### src/rtl/ulpc_pkg.sv
// package: register map, field layout, codes and timing constants for the ulpi pin control block
package ulpc_pkg;

    // ************************************************************
    // register map (byte addresses on the axi4-lite slave)
    // ************************************************************
    localparam int         ADDR_W      = 5;
    localparam logic [4:0] OFF_CTRL    = 5'h00;
    localparam logic [4:0] OFF_STAT    = 5'h04;
    localparam logic [4:0] OFF_RXD     = 5'h08;
    localparam logic [4:0] OFF_RDD     = 5'h0c;
    localparam logic [4:0] OFF_LAST    = 5'h10;
    localparam logic [1:0] RESP_OKAY   = 2'h0;
    localparam logic [1:0] RESP_SLVERR = 2'h2;

    // ************************************************************
    // field layout and reset values
    // ************************************************************
    localparam int         CTRL_W      = 6;
    localparam logic [5:0] CTRL_RST    = 6'h00;
    localparam int         SB_DIR      = 0;
    localparam int         SB_NXT      = 1;
    localparam int         SB_FAULT    = 2;
    localparam int         SB_SEEN     = 3;
    localparam int         SB_RXP      = 4;
    localparam int         SB_ST       = 5;
    localparam int         RXD_BUSY    = 8;
    localparam int         RXC_VB_LSB  = 2;

    // ************************************************************
    // ulpi codes and timing
    // ************************************************************
    localparam logic [7:0] BUS_IDLE    = 8'h00;
    localparam logic [1:0] CMD_READ    = 2'h3;
    localparam logic [1:0] VBUS_OK     = 2'h3;
    localparam logic [1:0] VBUS_FAULT  = 2'h0;
    localparam logic [7:0] BLOCK_CYC   = 8'h10;

    typedef struct packed {
        logic low_power;
        logic host_mode;
        logic ignore_reset;
        logic external_vbus_drive;
        logic indicator_polarity_invert;
        logic ext_vbus_indicator_select;
    } ulpc_ctrl_t;

    typedef enum logic [2:0] {
        ST_BLOCK = 3'b000,
        ST_IDLE  = 3'b001,
        ST_TX    = 3'b010,
        ST_TURN  = 3'b011,
        ST_SEND  = 3'b100,
        ST_TDN   = 3'b101
    } ulpc_state_t;

    typedef enum logic [1:0] {
        K_RXCMD = 2'b00,
        K_RXD   = 2'b01,
        K_READ  = 2'b10
    } ulpc_kind_t;

    function automatic logic [7:0] rxcmd_byte(input logic fault);
        logic [7:0] b;
        b = 8'h00;
        b[RXC_VB_LSB+:2] = fault ? VBUS_FAULT : VBUS_OK;
        return b;
    endfunction

endpackage

### src/rtl/ulpc_sync.sv
// module: two-stage synchroniser for asynchronous pin inputs
`timescale 1ns/100ps
module ulpc_sync #(
    parameter int           W       = 2,
    parameter logic [W-1:0] RST_VAL = {W{1'b1}}
) (
    input  wire logic         clk,
    input  wire logic         rst_n,
    input  wire logic [W-1:0] d,
    output logic      [W-1:0] q
);

    logic [W-1:0] meta;

    // first stage feeds only the second stage
    always_ff @(posedge clk) begin
        if (!rst_n) begin
            meta <= RST_VAL;
            q    <= RST_VAL;
        end else begin
            meta <= d;
            q    <= meta;
        end
    end

endmodule

### src/rtl/ulpc_pin_ctrl.sv
// module: ulpi transceiver pin control with axi4-lite control and status registers
`timescale 1ns/100ps
module ulpc_pin_ctrl (
    input  wire logic        clk,
    input  wire logic        rst_n,
    input  wire logic [4:0]  s_axi_awaddr,
    input  wire logic        s_axi_awvalid,
    output logic             s_axi_awready,
    input  wire logic [31:0] s_axi_wdata,
    input  wire logic [3:0]  s_axi_wstrb,
    input  wire logic        s_axi_wvalid,
    output logic             s_axi_wready,
    output logic [1:0]       s_axi_bresp,
    output logic             s_axi_bvalid,
    input  wire logic        s_axi_bready,
    input  wire logic [4:0]  s_axi_araddr,
    input  wire logic        s_axi_arvalid,
    output logic             s_axi_arready,
    output logic [31:0]      s_axi_rdata,
    output logic [1:0]       s_axi_rresp,
    output logic             s_axi_rvalid,
    input  wire logic        s_axi_rready,
    input  wire logic [7:0]  ulpi_data_in,
    output logic [7:0]       ulpi_data_out,
    output logic             ulpi_data_oe_n,
    output logic             ulpi_dir,
    output logic             ulpi_nxt,
    input  wire logic        ulpi_stp,
    input  wire logic        ulpi_stp_driven,
    output logic             ulpi_clk_out,
    input  wire logic        vbus_fault_in,
    input  wire logic        power_switch_out_n_in,
    output logic             power_switch_out_n_out,
    output logic             power_switch_out_n_oe_n
);

    // ************************************************************
    // pin synchronisers and reset
    // ************************************************************
    logic [1:0]          pin_s;
    ulpc_pkg::ulpc_ctrl_t ctrl;
    logic                ext_rst;
    logic                core_rst;
    logic                stp_eff;
    logic                fault_act;
    logic                fault_rep;
    logic                fault_pend;
    logic                fault_seen;

    ulpc_sync #(
        .W       (2),
        .RST_VAL (2'h3)
    ) u_sync (
        .clk   (clk),
        .rst_n (rst_n),
        .d     ({power_switch_out_n_in, vbus_fault_in}),
        .q     (pin_s)
    );

    // pin low resets the core registers, not the bus handshakes, unless software handed the pin to the switch
    assign ext_rst    = ~pin_s[1] & ~ctrl.ignore_reset;
    assign core_rst   = ~rst_n | ext_rst;
    assign stp_eff    = ulpi_stp | ~ulpi_stp_driven;
    assign fault_act  = ctrl.ext_vbus_indicator_select &
                        (pin_s[0] ^ ctrl.indicator_polarity_invert);
    assign fault_pend = fault_act != fault_rep;

    // ************************************************************
    // axi4-lite slave
    // ************************************************************
    logic [4:0]  aw_q;
    logic [31:0] w_q;
    logic [3:0]  ws_q;
    logic        wr_go;
    logic        wr_hit;
    logic        wr_ctrl;
    logic        wr_stat;
    logic        wr_rxd;
    logic        wr_rdd;
    logic        rd_hit;
    logic [31:0] rd_word;
    logic [31:0] stat_word;

    assign wr_go   = ~s_axi_awready & ~s_axi_wready & ~s_axi_bvalid;
    assign wr_ctrl = wr_go & (aw_q == ulpc_pkg::OFF_CTRL) & ws_q[0];
    assign wr_stat = wr_go & (aw_q == ulpc_pkg::OFF_STAT) & ws_q[0];
    assign wr_rxd  = wr_go & (aw_q == ulpc_pkg::OFF_RXD) & ws_q[0];
    assign wr_rdd  = wr_go & (aw_q == ulpc_pkg::OFF_RDD) & ws_q[0];
    assign wr_hit  = (aw_q == ulpc_pkg::OFF_CTRL) | (aw_q == ulpc_pkg::OFF_STAT) |
                     (aw_q == ulpc_pkg::OFF_RXD) | (aw_q == ulpc_pkg::OFF_RDD);

    // bus handshakes use the bus reset only, so a pin reset never strands a transfer
    always_ff @(posedge clk) begin
        if (!rst_n) begin
            s_axi_awready <= 1'b1;
            s_axi_wready  <= 1'b1;
            s_axi_bvalid  <= 1'b0;
            s_axi_bresp   <= ulpc_pkg::RESP_OKAY;
            aw_q          <= 5'h00;
            w_q           <= 32'h0000_0000;
            ws_q          <= 4'h0;
        end else begin
            if (s_axi_awvalid && s_axi_awready) begin
                s_axi_awready <= 1'b0;
                aw_q          <= s_axi_awaddr;
            end
            if (s_axi_wvalid && s_axi_wready) begin
                s_axi_wready <= 1'b0;
                w_q          <= s_axi_wdata;
                ws_q         <= s_axi_wstrb;
            end
            if (wr_go) begin
                s_axi_bvalid <= 1'b1;
                s_axi_bresp  <= wr_hit ? ulpc_pkg::RESP_OKAY : ulpc_pkg::RESP_SLVERR;
            end else if (s_axi_bvalid && s_axi_bready) begin
                s_axi_bvalid  <= 1'b0;
                s_axi_awready <= 1'b1;
                s_axi_wready  <= 1'b1;
            end
        end
    end

    always_ff @(posedge clk) begin
        if (!rst_n) begin
            s_axi_arready <= 1'b1;
            s_axi_rvalid  <= 1'b0;
            s_axi_rdata   <= 32'h0000_0000;
            s_axi_rresp   <= ulpc_pkg::RESP_OKAY;
        end else if (s_axi_arvalid && s_axi_arready) begin
            s_axi_arready <= 1'b0;
            s_axi_rvalid  <= 1'b1;
            s_axi_rdata   <= rd_word;
            s_axi_rresp   <= rd_hit ? ulpc_pkg::RESP_OKAY : ulpc_pkg::RESP_SLVERR;
        end else if (s_axi_rvalid && s_axi_rready) begin
            s_axi_rvalid  <= 1'b0;
            s_axi_arready <= 1'b1;
        end
    end

    // ************************************************************
    // registers
    // ************************************************************
    ulpc_pkg::ulpc_state_t state;
    ulpc_pkg::ulpc_state_t next_state;
    ulpc_pkg::ulpc_kind_t  kind;
    ulpc_pkg::ulpc_kind_t  next_kind;
    logic [7:0]  rx_byte;
    logic        rx_pend;
    logic [7:0]  rd_byte;
    logic [7:0]  cmd;
    logic [7:0]  last_byte;
    logic [7:0]  byte_cnt;
    logic        sending;

    assign sending = (state == ulpc_pkg::ST_TURN) && (next_state == ulpc_pkg::ST_SEND);

    always_ff @(posedge clk) begin
        if (core_rst) begin
            ctrl    <= ulpc_pkg::ulpc_ctrl_t'(ulpc_pkg::CTRL_RST);
            rd_byte <= 8'h00;
        end else begin
            if (wr_ctrl) begin
                ctrl <= ulpc_pkg::ulpc_ctrl_t'(w_q[ulpc_pkg::CTRL_W-1:0]);
            end
            if (wr_rdd) begin
                rd_byte <= w_q[7:0];
            end
        end
    end

    // a new fault level wins over a software clear in the same cycle
    always_ff @(posedge clk) begin
        if (core_rst) begin
            fault_seen <= 1'b0;
            fault_rep  <= 1'b0;
            rx_pend    <= 1'b0;
            rx_byte    <= 8'h00;
        end else begin
            fault_seen <= fault_act | (fault_seen & ~(wr_stat & w_q[ulpc_pkg::SB_SEEN]));
            if (sending && kind == ulpc_pkg::K_RXCMD) begin
                fault_rep <= fault_act;
            end
            if (wr_rxd && !rx_pend) begin
                rx_pend <= 1'b1;
                rx_byte <= w_q[7:0];
            end else if (sending && kind == ulpc_pkg::K_RXD) begin
                rx_pend <= 1'b0;
            end
        end
    end

    always_comb begin
        stat_word = 32'h0000_0000;
        stat_word[ulpc_pkg::SB_DIR]     = ulpi_dir;
        stat_word[ulpc_pkg::SB_NXT]     = ulpi_nxt;
        stat_word[ulpc_pkg::SB_FAULT]   = fault_act;
        stat_word[ulpc_pkg::SB_SEEN]    = fault_seen;
        stat_word[ulpc_pkg::SB_RXP]     = rx_pend;
        stat_word[ulpc_pkg::SB_ST+:3]   = state;
    end

    always_comb begin
        rd_hit  = 1'b1;
        rd_word = 32'h0000_0000;
        case (s_axi_araddr)
            ulpc_pkg::OFF_CTRL: rd_word = 32'(ctrl);
            ulpc_pkg::OFF_STAT: rd_word = stat_word;
            ulpc_pkg::OFF_RXD:  rd_word = {23'h0, rx_pend, rx_byte};
            ulpc_pkg::OFF_RDD:  rd_word = {24'h0, rd_byte};
            ulpc_pkg::OFF_LAST: rd_word = {8'h00, byte_cnt, last_byte, cmd};
            default:            rd_hit  = 1'b0;
        endcase
    end

    // ************************************************************
    // ulpi bus sequencer
    // ************************************************************
    logic [7:0] blk_cnt;
    logic [7:0] next_cnt;
    logic       next_dir;
    logic       next_nxt;
    logic [7:0] next_dout;
    logic       next_oe_n;
    logic       is_read;

    assign is_read = cmd[7:6] == ulpc_pkg::CMD_READ;

    always_comb begin
        next_state = state;
        next_kind  = kind;
        next_cnt   = blk_cnt;
        next_dir   = ulpi_dir;
        next_nxt   = 1'b0;
        next_dout  = ulpc_pkg::BUS_IDLE;
        next_oe_n  = 1'b1;
        unique case (state)
            ulpc_pkg::ST_BLOCK: begin
                next_dir = 1'b1;
                if (blk_cnt != 8'h00) begin
                    next_cnt = blk_cnt - 8'h01;
                end else if (!ctrl.low_power) begin
                    next_dir   = 1'b0;
                    next_state = ulpc_pkg::ST_TDN;
                end
            end
            ulpc_pkg::ST_IDLE: begin
                next_dir = 1'b0;
                if (ctrl.low_power) begin
                    next_dir   = 1'b1;
                    next_state = ulpc_pkg::ST_BLOCK;
                end else if (fault_pend) begin
                    next_dir   = 1'b1;
                    next_kind  = ulpc_pkg::K_RXCMD;
                    next_state = ulpc_pkg::ST_TURN;
                end else if (rx_pend) begin
                    next_dir   = 1'b1;
                    next_kind  = ulpc_pkg::K_RXD;
                    next_state = ulpc_pkg::ST_TURN;
                end else if (ulpi_data_in != ulpc_pkg::BUS_IDLE) begin
                    next_nxt   = 1'b1;
                    next_state = ulpc_pkg::ST_TX;
                end
            end
            ulpc_pkg::ST_TX: begin
                if (stp_eff) begin
                    next_state = ulpc_pkg::ST_IDLE;
                end else if (is_read && ulpi_nxt) begin
                    next_dir   = 1'b1;
                    next_kind  = ulpc_pkg::K_READ;
                    next_state = ulpc_pkg::ST_TURN;
                end else begin
                    next_nxt = 1'b1;
                end
            end
            ulpc_pkg::ST_TURN: begin
                if (stp_eff) begin
                    next_dir   = 1'b0;
                    next_state = ulpc_pkg::ST_TDN;
                end else begin
                    next_oe_n  = 1'b0;
                    next_nxt   = kind == ulpc_pkg::K_RXD;
                    next_dout  = kind == ulpc_pkg::K_RXD ? rx_byte :
                                 kind == ulpc_pkg::K_READ ? rd_byte : ulpc_pkg::rxcmd_byte(fault_act);
                    next_state = ulpc_pkg::ST_SEND;
                end
            end
            ulpc_pkg::ST_SEND: begin
                next_dir   = 1'b0;
                next_state = ulpc_pkg::ST_TDN;
            end
            ulpc_pkg::ST_TDN: begin
                next_state = ulpc_pkg::ST_IDLE;
            end
            default: begin
                next_state = ulpc_pkg::ST_IDLE;
            end
        endcase
    end

    // reset holds dir high to fence the link off the bus
    always_ff @(posedge clk) begin
        if (core_rst) begin
            state          <= ulpc_pkg::ST_BLOCK;
            kind           <= ulpc_pkg::K_RXCMD;
            blk_cnt        <= ulpc_pkg::BLOCK_CYC;
            ulpi_dir       <= 1'b1;
            ulpi_nxt       <= 1'b0;
            ulpi_data_out  <= ulpc_pkg::BUS_IDLE;
            ulpi_data_oe_n <= 1'b1;
        end else begin
            state          <= next_state;
            kind           <= next_kind;
            blk_cnt        <= next_cnt;
            ulpi_dir       <= next_dir;
            ulpi_nxt       <= next_nxt;
            ulpi_data_out  <= next_dout;
            ulpi_data_oe_n <= next_oe_n;
        end
    end

    always_ff @(posedge clk) begin
        if (core_rst) begin
            cmd       <= 8'h00;
            last_byte <= 8'h00;
            byte_cnt  <= 8'h00;
        end else if (state == ulpc_pkg::ST_IDLE && next_state == ulpc_pkg::ST_TX) begin
            cmd      <= ulpi_data_in;
            byte_cnt <= 8'h00;
        end else if (state == ulpc_pkg::ST_TX && ulpi_nxt && !stp_eff) begin
            last_byte <= ulpi_data_in;
            byte_cnt  <= byte_cnt + 8'h01;
        end
    end

    // ************************************************************
    // interface clock and power switch pin
    // ************************************************************
    // clk is 20 mhz, so the bus clock is a half-rate stand-in for the nominal 60 mhz
    always_ff @(posedge clk) begin
        if (core_rst) begin
            ulpi_clk_out            <= 1'b0;
            power_switch_out_n_out  <= 1'b0;
            power_switch_out_n_oe_n <= 1'b1;
        end else begin
            ulpi_clk_out            <= ~ulpi_clk_out;
            power_switch_out_n_out  <= 1'b0;
            // only drive once the pin no longer doubles as our own reset
            power_switch_out_n_oe_n <= ~(ctrl.external_vbus_drive & ctrl.host_mode &
                                         ctrl.ignore_reset);
        end
    end

    // ************************************************************
    // assertions
    // ************************************************************
    property p_abort;
        @(posedge clk) disable iff (core_rst)
        (stp_eff && (state == ulpc_pkg::ST_TURN || state == ulpc_pkg::ST_SEND)) |=> !ulpi_dir;
    endproperty
    a_abort: assert property (p_abort) else $error("dir not dropped after stp abort");

    property p_turn;
        @(posedge clk) disable iff (core_rst)
        $changed(ulpi_dir) |-> ulpi_data_oe_n;
    endproperty
    a_turn: assert property (p_turn) else $error("data driven in turnaround cycle");

    property p_nxt_data;
        @(posedge clk) disable iff (core_rst)
        (ulpi_dir && ulpi_nxt) |-> (kind == ulpc_pkg::K_RXD && !ulpi_data_oe_n);
    endproperty
    a_nxt_data: assert property (p_nxt_data) else $error("nxt high on non data byte");

    property p_idle_dir;
        @(posedge clk) disable iff (core_rst)
        (state == ulpc_pkg::ST_IDLE) |-> !ulpi_dir;
    endproperty
    a_idle_dir: assert property (p_idle_dir) else $error("dir high while idle");

    property p_nxt_req;
        @(posedge clk) disable iff (core_rst)
        (state == ulpc_pkg::ST_IDLE && !ctrl.low_power && !fault_pend && !rx_pend &&
         ulpi_data_in != ulpc_pkg::BUS_IDLE) |=> (ulpi_nxt && !ulpi_dir);
    endproperty
    a_nxt_req: assert property (p_nxt_req) else $error("transmit command not acknowledged");

    property p_psw;
        @(posedge clk) disable iff (core_rst)
        (ctrl.external_vbus_drive && ctrl.host_mode && ctrl.ignore_reset) |=>
            (!power_switch_out_n_oe_n && !power_switch_out_n_out);
    endproperty
    a_psw: assert property (p_psw) else $error("power switch not pulled low");

    property p_fault;
        @(posedge clk) disable iff (core_rst)
        (fault_pend && state == ulpc_pkg::ST_IDLE && !ctrl.low_power) |=>
            (state == ulpc_pkg::ST_TURN && kind == ulpc_pkg::K_RXCMD && ulpi_dir) ##1
            (stp_eff || $past(stp_eff) || (!ulpi_nxt && !ulpi_data_oe_n));
    endproperty
    a_fault: assert property (p_fault) else $error("fault change not reported");

    property p_vbus;
        @(posedge clk) disable iff (core_rst)
        (state == ulpc_pkg::ST_SEND && kind == ulpc_pkg::K_RXCMD) |->
            ulpi_data_out[ulpc_pkg::RXC_VB_LSB+:2] ==
            (fault_rep ? ulpc_pkg::VBUS_FAULT : ulpc_pkg::VBUS_OK);
    endproperty
    a_vbus: assert property (p_vbus) else $error("rxcmd vbus state wrong");

    property p_ext_rst;
        @(posedge clk) disable iff (!rst_n)
        ext_rst |=> (state == ulpc_pkg::ST_BLOCK && ulpi_dir && !ulpi_nxt);
    endproperty
    a_ext_rst: assert property (p_ext_rst) else $error("reset pin ignored");

    property p_block;
        @(posedge clk) disable iff (core_rst)
        (state == ulpc_pkg::ST_BLOCK && blk_cnt != 8'h00) |=> (state == ulpc_pkg::ST_BLOCK && ulpi_dir);
    endproperty
    a_block: assert property (p_block) else $error("block released early");

    property p_clk;
        @(posedge clk) disable iff (core_rst)
        ulpi_clk_out |=> !ulpi_clk_out ##1 ulpi_clk_out;
    endproperty
    a_clk: assert property (p_clk) else $error("interface clock not toggling");

    property p_stp_pull;
        @(posedge clk) disable iff (core_rst)
        (!ulpi_stp_driven && state == ulpc_pkg::ST_TX) |=> (state == ulpc_pkg::ST_IDLE && !ulpi_nxt);
    endproperty
    a_stp_pull: assert property (p_stp_pull) else $error("undriven stp not seen as stop");

endmodule

### config.mk
export PLATFORM = sky130hd
export DESIGN_NAME = ulpc_pin_ctrl
export DESIGN_NICKNAME = d
export VERILOG_FILES = /design/src/rtl/ulpc_pkg.sv /design/src/rtl/ulpc_sync.sv /design/src/rtl/ulpc_pin_ctrl.sv
export SDC_FILE = /design/constraint.sdc
export NUM_CORES = 1
export LEC_CHECK = 0
export BUFFER_PORTS_ARGS = -buffer_cell sky130_fd_sc_hd__buf_2
export CAP_MARGIN = 20
export CORE_UTILIZATION = 45
export CTS_CLUSTER_DIAMETER = 150
export DETAILED_ROUTE_END_ITERATION = 10
export PLACE_DENSITY = 0.69
export SETUP_SLACK_MARGIN = 0.05
export SLEW_MARGIN = 20
export SYNTH_ARGS = -nofsm -noshare
export SYNTH_HDL_FRONTEND = slang
export SYNTH_SLANG_ARGS = --single-unit
### constraint.sdc
create_clock -name clk -period 4.1 [get_ports clk]
set_input_delay 0.615 -clock clk [delete_from_list [all_inputs] [get_ports clk]]
set_output_delay 0.615 -clock clk [all_outputs]
set_load 0.01 [all_outputs]
==> metrics <==
vias in the first global route 4101; Synth Area in Adders 0.482%; post-DP HPWL 8860 microns; Worst Path Arrival 2.39 ns; Peak Freq 0.478 GHz; vias per cell 5.51; Final Hold Vio Count 0; slew margin rel. 36.9%; Top Layer Used met4; Critical Path, Cell by Cell nor3_1 > nand3_1 > nor3_4 > mux2i_1 > nor2_1; Hold Path Sink u_sync.meta[0]; maximum capacitance violations 0; top cell type's share of synthesized area 47.8%; critical path class flip-flop to flip-flop; Synth async-reset ratio 0%; clk buf depth 2; CP required 4.40 ns; slowest library cell on the worst path nor3_4; gr usage total 22.5%; synthesized cell area 5190 sq um; Die ar. 12000 sq um; metal1 wirelength 5640 microns; Final nets 726; clock skew 0.00588 ns; top_reg_cell synth dfxtp_1; Worst R2R Setup Slack 2.01 ns; post-detailed-route wirelength per cell 15.6 microns; simple-gate share of the synthesized area 23.7%; I/O pins 120; crit start category flip-flop; largest family of logic cells by synthesized area simple AND/OR/NAND/NOR gates; # diodes 0; hold path startpoint vbus_fault_in; share of layout cells above drive strength 1 19.0%; setup bufs post-CTS 0; status complete, no violations; DR pass1 iterations 5; Synth Area per Inst 8.77 sq um; DRC violations left 0; Post-Syn Instances 592; worst hold path depth 2; Initial DRC Count 335; worst vdd ir 0.356 mV; total CTS buffers 17; Synth Register Bits 124; Crit path max-delay family simple AND/OR/NAND/NOR gates; reg2reg start s_axi_wready; port bufs 81; initial antenna violation count 0; Seq/Total Area, Yosys 47.8%; Max stage delay on crit path 0.50 ns; DP Cell Count 780; CTS resizes 0; Worst Tran Pin Value 0.947 ns; met2 routed WL 6170 microns; post-synth cell types 54; Layout Cells excl Fill 812; Synth Area in Compound Gates 16.8%; Critical Path End Type flip-flop; total global routing overflow 0; Reg-to-Reg End rd_byte[1]; Core ar. 11000 sq um; P_leak 2.39 nW; CTS tree built; fraction of synthesized cell area in xor and xnor cells 2.53%; final setup vio count 0; H-Tree Level Count 4; met3 wire length 616 microns; wirelength, routed 12700 microns; global-route wire length before repair 20200 microns; setup_tns 0 ns; Hold WC Path Type primary input to flip-flop; RSZ-0062 raised after global routing no; fin crit share 51.0%; Clock Pin Slew Worst Setup and Hold Paths 0.06 ns; Layout area overhead 20.0%; Syn. warnings 0; Die X 109 microns; Placement Rows 38; Max FO, Critical Path 13; multiplexer area fraction after synthesis 3.66%; dominant cells by area after synthesis dfxtp_1 (48%), nand2_1 (6.4%), nand3_1 (5.3%); r2r worst-path depth 5; largest net degree at the start of global routing 46; die height 109 microns; clock root cell clkbuf_16; fin crit period 2.09 ns; vias post-DR 4472; Fill cells 968; cts hold-fix bufs 0; Post-synth EDFFs 0; Worst-Skew Late Latency 0.42 ns; clk sink count 124; GP Congestion 0.833; post-synth top area cell dfxtp_1; Initial Util 47.1%; ANT nets after route 0; power density cells 515 nW/um^2; final count of pins violating max slew 0; critical path buffer and inverter count 0
[layer usage]
layer / track usage, % / vias up
met2: 36.9 / 124
met1: 27.6 / 2127
met5: 0 / -
met4: 7.90 / 0
li1: - / 2200
met3: 7.29 / 21
[report_power, final]
part	total, mW	internal (mW)	switching, mW
clock network	1.52	0.984	0.534
logic	0.354	0.153	0.201
registers	1.34	1.27	0.0743
[worst reg2reg max path, delay by kind of cell, from the launching register on]
| kind | cells | cell delay (ns) |
|---|---|---|
| AND/OR/NAND/NOR | 4 | 1.29 |
| flip-flops | 1 | 0.42 |
| multiplexers | 1 | 0.26 |
[worst max path at each step]
stage / endpoint / startpoint / slack (ns) / depth (start not counted)
after global placement: s_axi_rdata[3] / s_axi_araddr[3] / 1.77 / 6
after floorplan: byte_cnt[7] / ulpi_stp / 2.18 / 5
after CTS: ctrl[4] / s_axi_wready / 1.75 / 4
after global routing: ulpi_nxt / state[0] / 1.81 / 4
after detailed placement: s_axi_rdata[3] / s_axi_araddr[3] / 1.72 / 6
final: rd_byte[1] / s_axi_wready / 2.01 / 5
[state kept, by name (all words and copies together) (netlist names), 2 cells and up]
register       cells
s_axi_rdata       24
blk_cnt            8
byte_cnt           8
cmd                8
last_byte          8
rd_byte            8
rx_byte            8
ulpi_data_out      8
w_q                8
ctrl               6
aw_q               5
state              3
kind               2
u_sync.meta        2
u_sync.q           2
[final cells by class]
type / instances / area [sq um] / share of cell area [%]
clock buffers: 21 / 460 / 7.39
inverters: 7 / 26.3 / 0.422
flip-flops and latches: 124 / 2480 / 39.8
clock inverters: 11 / 143 / 2.29
multi-input cells: 424 / 2510 / 40.2
repair buffers: 85 / 435 / 6.99
well taps: 140 / 175 / 2.81
[cell families after synthesis]
| kind of cell | count (synthesis) |
|---|---|
| adders and majority gates | 2 |
| muxes | 19 |
| other | 1 |
| buffers and inverters | 54 |
| DFF | 124 |
| AOI/OAI and AO/OA | 126 |
| and+or+nand+nor | 251 |
| xor gates and xnor gates | 15 |
[metrics by stage]
| stage | hold slack [ns] | worst slack (ns) | utilization [%] | cell area (sq um) | power (mW) |
|---|---|---|---|---|---|
| 3_5_place_dp | 0.398 | 1.72 | 51.0 | 5620 | 1.72 |
| 3_3_place_gp | 0.394 | 1.77 | 51.0 | 5620 | 1.70 |
| 4_1_cts | 0.367 | 1.75 | 56.4 | 6220 | 3.23 |
| 5_1_grt | 0.373 | 1.81 | 56.5 | 6230 | 3.34 |
| 6_report | 0.374 | 2.01 | 56.5 | 6230 | 3.21 |
| 2_1_floorplan | 0.383 | 2.18 | - | 5230 | 1.63 |
[Yosys cell counts, types with 3 or more instances]
cell type	n
a211oi_1	7
xor2_1	9
mux2i_1	19
clkbuf_1	28
nand4_1	9
a22o_1	10
o21ai_0	24
nand2_1	88
buf_1	4
buf_2	3
a21boi_0	31
dfxtp_1	124
nor3_1	9
nor2b_1	6
o21a_1	3
or3_1	5
a22oi_1	18
nor2_1	46
buf_4	11
a21oi_1	19
xnor2_1	6
nand3_1	55
nor4_1	4
nor3b_1	4
inv_1	7
and2_1	4
nand2b_1	6
[placed cells by master, fill, tap and decap left out, drive strengths merged, types with 11 or more instances in the layout]
| cell type | count |
|---|---|
| clkbuf | 21 |
| a22oi | 18 |
| conb | 11 |
| a21oi | 20 |
| nand3 | 55 |
| nand2 | 88 |
| mux2i | 19 |
| dfxtp | 124 |
| a21boi | 31 |
| buf | 85 |
| nor2 | 46 |
| o21ai | 25 |
(Power assumes the default switching activity.)
